## src/pll_cfg_pkg.sv

```systemverilog
// constants for the pump, calibration and detector configuration bank
package pll_cfg_pkg;
    // register offsets on the internal register port
    localparam logic [5:0] VCO_TUNE_OFFSET = 6'h05;
    localparam logic [5:0] PUMP_OFFSET = 6'h09;
    localparam logic [5:0] CAL_OFFSET = 6'h0A;
    localparam logic [5:0] DET_OFFSET = 6'h0B;
    localparam int REG_WIDTH = 24;
    // values after reset
    localparam logic [23:0] PUMP_RESET = 24'h403264;
    localparam logic [23:0] CAL_RESET = 24'h002205;
    localparam logic [23:0] DET_RESET = 24'h0F8061;
    // pump register fields
    localparam int DOWN_GAIN_LSB = 0;
    localparam int UP_GAIN_LSB = 7;
    localparam int LEAK_MAG_LSB = 14;
    localparam int LEAK_UP_BIT = 21;
    localparam int LEAK_DOWN_BIT = 22;
    localparam int GAIN_WIDTH = 7;
    // calibration register fields
    localparam int RES_LSB = 0;
    localparam int FORCE_CURVE_BIT = 10;
    localparam int BYPASS_TUNE_BIT = 11;
    localparam int NO_LINK_TRIG_BIT = 12;
    localparam int FSM_CLK_LSB = 13;
    // detector register fields
    localparam int DELAY_LSB = 0;
    localparam int UP_EN_BIT = 5;
    localparam int DOWN_EN_BIT = 6;
    localparam int SLIP_LSB = 7;
    localparam int FORCE_UP_BIT = 9;
    localparam int FORCE_DOWN_BIT = 10;
    // slip prevention thresholds in picoseconds
    localparam logic [15:0] SLIP_THR1_PS = 16'h1518; // 5.4 ns
    localparam logic [15:0] SLIP_THR2_PS = 16'h3840; // 14.4 ns
    localparam logic [15:0] SLIP_THR3_PS = 16'h5E24; // 24.1 ns
    // calibration clock division ratios for codes 0..3
    localparam logic [5:0] FSM_DIV0 = 6'h01;
    localparam logic [5:0] FSM_DIV1 = 6'h04;
    localparam logic [5:0] FSM_DIV2 = 6'h10;
    localparam logic [5:0] FSM_DIV3 = 6'h20;
    localparam int FSM_CLK_MAX_MHZ = 50;
    localparam int CORE_CLK_MHZ = 20;
endpackage

```

## src/pll_pump_detector_config.sv

```systemverilog
// configuration bank for charge pump, vco calibration and phase detector
`timescale 1ns/1ps
`default_nettype none
module pll_pump_detector_config #(
    parameter int CURVE_WIDTH = 8
) (
    // clock and reset
    input wire logic core_clk,
    input wire logic rst_n,
    // register port from the serial programming core
    input wire logic reg_wr,
    input wire logic [5:0] reg_addr,
    input wire logic [23:0] reg_wdata,
    output logic [23:0] reg_rdata,
    // charge pump settings
    output logic [6:0] pump_down_gain,
    output logic [6:0] pump_up_gain,
    output logic [6:0] leak_magnitude,
    output logic leak_up_enable,
    output logic leak_down_enable,
    // vco calibration
    input wire logic [CURVE_WIDTH-1:0] search_curve,
    input wire logic [CURVE_WIDTH-1:0] tuning_curve,
    output logic [8:0] tune_resolution_cycles,
    output logic [CURVE_WIDTH-1:0] applied_curve,
    output logic curve_forced,
    output logic bypass_tuning,
    output logic internal_vco_link_start,
    output logic cal_fsm_tick,
    // phase detector and pump drive
    input wire logic detector_up_pin,
    input wire logic detector_down_pin,
    input wire logic [15:0] phase_error_ps,
    output logic [2:0] detector_reset_delay,
    output logic pump_up_drive,
    output logic pump_down_drive,
    output logic slip_boost
);
    logic [23:0] pump_ff;
    logic [23:0] cal_ff;
    logic [23:0] det_ff;
    logic [23:0] rdata_ff;
    logic link_start_ff;
    logic [5:0] div_cnt_ff;
    logic tick_ff;
    logic [1:0] up_sync_ff;
    logic [1:0] down_sync_ff;
    logic up_drive_ff;
    logic down_drive_ff;
    logic slip_ff;
    logic [CURVE_WIDTH-1:0] curve_ff;
    logic [8:0] res_ff;
    logic [5:0] nxt_div_ratio;
    logic [8:0] nxt_res;
    logic [15:0] nxt_thr;
    logic [2:0] res_code;
    logic [1:0] fsm_code;
    logic [1:0] slip_code;

    assign res_code = cal_ff[pll_cfg_pkg::RES_LSB +: 3];
    assign fsm_code = cal_ff[pll_cfg_pkg::FSM_CLK_LSB +: 2];
    assign slip_code = det_ff[pll_cfg_pkg::SLIP_LSB +: 2];

    // register writes; reserved bits are kept as written so readback is faithful
    always_ff @(posedge core_clk or negedge rst_n) begin
        if (!rst_n) begin
            pump_ff <= pll_cfg_pkg::PUMP_RESET;
            cal_ff <= pll_cfg_pkg::CAL_RESET;
            det_ff <= pll_cfg_pkg::DET_RESET;
        end else if (reg_wr) begin
            if (reg_addr == pll_cfg_pkg::PUMP_OFFSET) begin
                pump_ff <= reg_wdata;
            end
            if (reg_addr == pll_cfg_pkg::CAL_OFFSET) begin
                cal_ff <= reg_wdata;
            end
            if (reg_addr == pll_cfg_pkg::DET_OFFSET) begin
                det_ff <= reg_wdata;
            end
        end
    end

    // readback one cycle after the address; unmapped offsets read zero
    always_ff @(posedge core_clk or negedge rst_n) begin
        if (!rst_n) begin
            rdata_ff <= 24'h000000;
        end else begin
            unique case (reg_addr)
                pll_cfg_pkg::PUMP_OFFSET: rdata_ff <= pump_ff;
                pll_cfg_pkg::CAL_OFFSET: rdata_ff <= cal_ff;
                pll_cfg_pkg::DET_OFFSET: rdata_ff <= det_ff;
                default: rdata_ff <= 24'h000000;
            endcase
        end
    end

    // pump and detector fields straight from the registers
    assign pump_down_gain = pump_ff[pll_cfg_pkg::DOWN_GAIN_LSB +: 7];
    assign pump_up_gain = pump_ff[pll_cfg_pkg::UP_GAIN_LSB +: 7];
    assign leak_magnitude = pump_ff[pll_cfg_pkg::LEAK_MAG_LSB +: 7];
    assign leak_up_enable = pump_ff[pll_cfg_pkg::LEAK_UP_BIT];
    assign leak_down_enable = pump_ff[pll_cfg_pkg::LEAK_DOWN_BIT];
    assign detector_reset_delay = det_ff[pll_cfg_pkg::DELAY_LSB +: 3];
    assign reg_rdata = rdata_ff;
    assign curve_forced = cal_ff[pll_cfg_pkg::FORCE_CURVE_BIT];
    assign bypass_tuning = cal_ff[pll_cfg_pkg::BYPASS_TUNE_BIT];
    assign tune_resolution_cycles = res_ff;
    assign applied_curve = curve_ff;
    assign internal_vco_link_start = link_start_ff;
    assign cal_fsm_tick = tick_ff;
    assign pump_up_drive = up_drive_ff;
    assign pump_down_drive = down_drive_ff;
    assign slip_boost = slip_ff;

    // resolution decode and slip threshold select
    always_comb begin
        unique case (res_code)
            3'h0: nxt_res = 9'h001;
            3'h1: nxt_res = 9'h002;
            3'h2: nxt_res = 9'h004;
            3'h3: nxt_res = 9'h008;
            3'h4: nxt_res = 9'h020; // code 4 jumps to 32, not 16
            3'h5: nxt_res = 9'h040;
            3'h6: nxt_res = 9'h080;
            default: nxt_res = 9'h100;
        endcase
        unique case (fsm_code)
            2'h0: nxt_div_ratio = pll_cfg_pkg::FSM_DIV0;
            2'h1: nxt_div_ratio = pll_cfg_pkg::FSM_DIV1;
            2'h2: nxt_div_ratio = pll_cfg_pkg::FSM_DIV2;
            default: nxt_div_ratio = pll_cfg_pkg::FSM_DIV3;
        endcase
        unique case (slip_code)
            2'h1: nxt_thr = pll_cfg_pkg::SLIP_THR1_PS;
            2'h2: nxt_thr = pll_cfg_pkg::SLIP_THR2_PS;
            default: nxt_thr = pll_cfg_pkg::SLIP_THR3_PS;
        endcase
    end

    // calibration datapath: resolution count and curve selection
    always_ff @(posedge core_clk or negedge rst_n) begin
        if (!rst_n) begin
            res_ff <= 9'h040;
            curve_ff <= '0;
        end else begin
            res_ff <= nxt_res;
            curve_ff <= curve_forced ? tuning_curve : search_curve;
        end
    end

    // transfer to the vco side on a write to the tuning register
    always_ff @(posedge core_clk or negedge rst_n) begin
        if (!rst_n) begin
            link_start_ff <= 1'b0;
        end else begin
            link_start_ff <= reg_wr && (reg_addr == pll_cfg_pkg::VCO_TUNE_OFFSET)
                && !cal_ff[pll_cfg_pkg::NO_LINK_TRIG_BIT];
        end
    end

    // calibration clock enable; core clock is the reference, well under the limit
    always_ff @(posedge core_clk or negedge rst_n) begin
        if (!rst_n) begin
            div_cnt_ff <= 6'h00;
            tick_ff <= 1'b0;
        end else if (div_cnt_ff >= nxt_div_ratio - 6'h01) begin
            div_cnt_ff <= 6'h00; // also recovers when the ratio shrinks
            tick_ff <= 1'b1;
        end else begin
            div_cnt_ff <= div_cnt_ff + 6'h01;
            tick_ff <= 1'b0;
        end
    end

    // detector pulses come from another domain: two flops before use
    always_ff @(posedge core_clk or negedge rst_n) begin
        if (!rst_n) begin
            up_sync_ff <= 2'b00;
            down_sync_ff <= 2'b00;
        end else begin
            up_sync_ff <= {up_sync_ff[0], detector_up_pin};
            down_sync_ff <= {down_sync_ff[0], detector_down_pin};
        end
    end

    // pump drive: force bits override, enables gate the detector
    always_ff @(posedge core_clk or negedge rst_n) begin
        if (!rst_n) begin
            up_drive_ff <= 1'b0;
            down_drive_ff <= 1'b0;
        end else begin
            up_drive_ff <= det_ff[pll_cfg_pkg::FORCE_UP_BIT]
                || (up_sync_ff[1] && det_ff[pll_cfg_pkg::UP_EN_BIT]);
            down_drive_ff <= det_ff[pll_cfg_pkg::FORCE_DOWN_BIT]
                || (down_sync_ff[1] && det_ff[pll_cfg_pkg::DOWN_EN_BIT]);
        end
    end

    // cycle slip boost when the phase error passes the chosen threshold
    always_ff @(posedge core_clk or negedge rst_n) begin
        if (!rst_n) begin
            slip_ff <= 1'b0;
        end else begin
            slip_ff <= (slip_code != 2'h0) && (phase_error_ps > nxt_thr);
        end
    end

    // helpers for the checks below
    logic [6:0] wr_down_field;
    logic [6:0] wr_up_field;
    logic [6:0] wr_leak_field;
    logic wr_pump;
    assign wr_down_field = reg_wdata[6:0];
    assign wr_up_field = reg_wdata[13:7];
    assign wr_leak_field = reg_wdata[20:14];
    assign wr_pump = reg_wr && (reg_addr == pll_cfg_pkg::PUMP_OFFSET);
endmodule
`default_nettype wire
```

## config.mk

```make
export PLATFORM = sky130hd
export DESIGN_NAME = pll_pump_detector_config
export DESIGN_NICKNAME = d
export VERILOG_FILES = /design/src/pll_cfg_pkg.sv /design/src/pll_pump_detector_config.sv
export SDC_FILE = /design/constraint.sdc
export NUM_CORES = 1
export LEC_CHECK = 0
export BUFFER_PORTS_ARGS = -buffer_cell sky130_fd_sc_hd__buf_4
export CORE_MARGIN = 2
export CORE_UTILIZATION = 53
export CTS_CLUSTER_SIZE = 24
export DETAILED_ROUTE_END_ITERATION = 7
export PLACE_DENSITY_LB_ADDON = 0.25
export RECOVER_POWER = 100
export SLEW_MARGIN = 20
export SYNTH_ARGS = -nofsm -noshare
export SYNTH_HDL_FRONTEND = slang
export SYNTH_SLANG_ARGS = --single-unit
```

## constraint.sdc

```tcl
create_clock -name core_clk -period 2.3 [get_ports core_clk]
set_input_delay 0.345 -clock core_clk [delete_from_list [all_inputs] [get_ports core_clk]]
set_output_delay 0.345 -clock core_clk [all_outputs]
set_load 0.01 [all_outputs]
```

==> impl_metrics.ini <==
[synth]
avgSynthCellArea_um2 = 14.3
synth_largest_area_cell = dfrtp_1
synth_ff_type = dfrtp_1
yosysTopAreaCellShare = 0.476
postSynthCellCount = 393
synth_compound_area_frac = 0.0651
synthTopCellsByCount = dfrtp_1 (107), mux2_2 (40), mux2_4 (40)
synth-warning-count = 0
synth.most_common_cell = dfrtp_1
synth_top_family_by_area = multiplexers
ys_types = 43
synth_area_um2 = 5630
synth-xor-area-share = 0.00622
synth.yosys.seq_area_share = 0.569
synthesis.nets = 482
synthAdderAreaFrac = 0.0489
synth_area_leaders = dfrtp_1 (48%), mux2_4 (11%), dfstp_2 (9.3%), mux2_2 (8.0%), ha_1 (4.9%)
yosys.area_share.simple = 0.0494
synth_edf_count = 0
async_flop_share = 1.00
synth.mux.area_fraction = 0.187
ys_ff_latch = 127

[die]
rows = 37
die_area_um2 = 11500
die_w_um = 107
core_um2 = 10300
die_h_um = 107
top_level_ports = 141
start_util = 0.545

[place]
post-place-ws_ns = 0.103
gp_congestion = 0.761
port_buffers = 139
place_hpwl_mm = 7.80

[sta]
worst-slew-pin-transition_ns = 1.35
hold_viol_final = 0
slew_headroom = 0.0977
rsz0062_at_grt = false
holdWs_ns = 0.0707
tns_ns = 0
setup_viol = 0
period_needed_ns = 2.26
fmax_ghz = 0.442
worst_slack_ns = 0.0363
skew_ns = 0.00788
maxSlewViolCount = 0
fin_crit_sh = 0.984

[cts]
cts-buffers-inserted = 17
path_clk_slew_ns = 0.06
cts-htree-levels = 4
clk_latency_ns = 0.50
cts_tree = done
cts_buffer_depth = 2
cts_root_buffer = clkbuf_8
post_cts_buffers = 0
clkSinkCount = 127

[grt]
globalRouteTotalUtil = 0.215
grt_pass1_wl_mm = 18.9
grt_max_degree = 67
grt_pass1_vias = 3697
antenna_found_initial = 0
grt_overflow_total = 0

[setup_path]
arrival_ns = 2.65
critPathLaunchType = primary input
reg2reg_depth = 6
r2r-end = cal_fsm_tick$_DFF_PN0_
critPathMaxFanout = 13
r2r_start = cal_ff[14]$_DFFE_PN0P_
cp-end-kind = flop
required_ns = 2.68
reg2reg_slack_ns = 0.08
worstSetupPathType = in -> reg

[drt]
num_vias = 3622
drt_iter0_markers = 323
drt_pre_antenna_iters = 6
post_drt_via_cell_ratio = 5.36
drc = 0
drtAntennaViolNets = 0
wirelength_mm = 11.6
wl_per_cell_um = 17.1

[power_and_ir_drop]
power_frac_comb = 0.139
power_switching_mw = 1.59
swShare = 0.255
p_per_area_nw_per_um2 = 903
leakagePower_nw = 3.55
power.total_mw = 6.25
p_int_mw = 4.65
clkPwrFrac = 0.425
ir_drop_mv = 0.587
p_seq_frac = 0.435

[run_status]
status = finished clean

[finish]
area_growth_pct = 22.9
nets = 616
layout-drive-gt1-share = 0.344
final_core_util = 0.670
diodes = 0

[worst_hold_path]
min_to = cal_ff[5]$_DFFE_PN0P_
hold_depth = 2
min_from = reg_wdata[5]
holdCritPathClass = in -> reg

[flow_run]
max-cap-violations = 0
[critical path: stages]
cell and delay (ns):
dlygate4sd3_1 0.53, clkbuf_4 0.14, or4b_4 0.51, nor3_1 0.30, nand2_2 0.10, clkbuf_2 0.32
mux2_4 0.38
[power by group through the flow]
| stage | clock [mW] | sequential [mW] | combinational (mW) |
|---|---|---|---|
| CTS | 2.70 | 2.73 | 1.02 |
| global placement | 0 | 2.75 | 0.961 |
| finish | 2.66 | 2.72 | 0.871 |
| global route | 2.83 | 2.75 | 0.980 |
| floorplan | 0 | 2.72 | 0.645 |
| detailed placement | 0 | 2.77 | 1.00 |
[worst max path at each step]
stage                            from  depth (start not counted)                      to  slack [ns]
6_report                  reg_addr[4]                          7  det_ff[22]$_DFFE_PN0P_        0.04
5_1_grt                   reg_addr[4]                          7  det_ff[21]$_DFFE_PN0P_       0.009
4_1_cts        cal_ff[14]$_DFFE_PN0P_                          6  cal_fsm_tick$_DFF_PN0_        0.09
3_5_place_dp   cal_ff[14]$_DFFE_PN0P_                          6  cal_fsm_tick$_DFF_PN0_        0.10
3_3_place_gp   cal_ff[14]$_DFFE_PN0P_                          6  cal_fsm_tick$_DFF_PN0_        0.21
2_1_floorplan  cal_ff[14]$_DFFE_PN0P_                          6  cal_fsm_tick$_DFF_PN0_        0.31
[metal layers]
layer / track usage / part of all wire / wire [um]
met5: 0 / 0 / 0
met1: 0.296 / 0.45 / 5180
met2: 0.328 / 0.48 / 5540
met3: 0.0729 / 0.068 / 783
met4: 0.0594 / 0.0050 / 58
[registers in the layout, summed over array words and instances (netlist names)]
signal	flops
cal_ff	24
pump_ff	24
det_ff	24
pump_down_drive	1
up_sync_ff	2
internal_vco_link_start	1
applied_curve	8
slip_boost	1
cal_fsm_tick	1
tune_resolution_cycles	8
down_sync_ff	2
div_cnt_ff	6
reg_rdata	24
pump_up_drive	1
[cell type report]
class | count | area, um2
clock buffers | 19 | 432
fillers | 819 | 3410
flip-flops and latches | 127 | 3200
repair buffers | 156 | 925
clock inverters | 13 | 164
multi-input cells | 190 | 1890
inverters | 35 | 131
well taps | 136 | 170
[per-stage QoR]
stage / cell area, um2 / cells
global placement: 6660 / 639
finish: 6920 / 676
floorplan: 5630 / 393
global route: 6920 / 676
detailed placement: 6660 / 639
CTS: 7290 / 674
[cells by family (layout without fill, tap and decap cells)]
kind of cell,Yosys count,count (layout)
adder cells (fa/ha/maj),22,22
AND/OR/NAND/NOR,39,39
multiplexers,80,80
flip-flops,127,127
XOR/XNOR,4,4
buffers and inverters,76,223
AO/OA/AOI/OAI,43,43
other,2,2
[layout by cell type (no fill, tap or decap), types with 4 or more instances in the layout]
cell / Yosys / layout
dfrtp_1: 107 / 107
buf_4: 25 / 75
clkbuf_1: 10 / 67
mux2_2: 40 / 40
inv_1: 35 / 35
a222oi_1: 24 / 24
mux2_1: 0 / 24
ha_1: 22 / 22
mux2_4: 40 / 16
clkbuf_16: 0 / 16
dfstp_1: 0 / 12
dfstp_2: 20 / 8
a21oi_1: 6 / 6
dlygate4sd3_1: 0 / 5
clkbuf_2: 0 / 5
nand2_1: 4 / 4
nand2b_1: 4 / 4
nor2_1: 3 / 4
clkinv_4: 0 / 4
[what timing repair did]
action                    CTS  global route
hold endpoints to repair   23             1
hold buffers                3             2
gates resized for setup     0             0
Note: power is estimated with default switching activity, not from simulation.
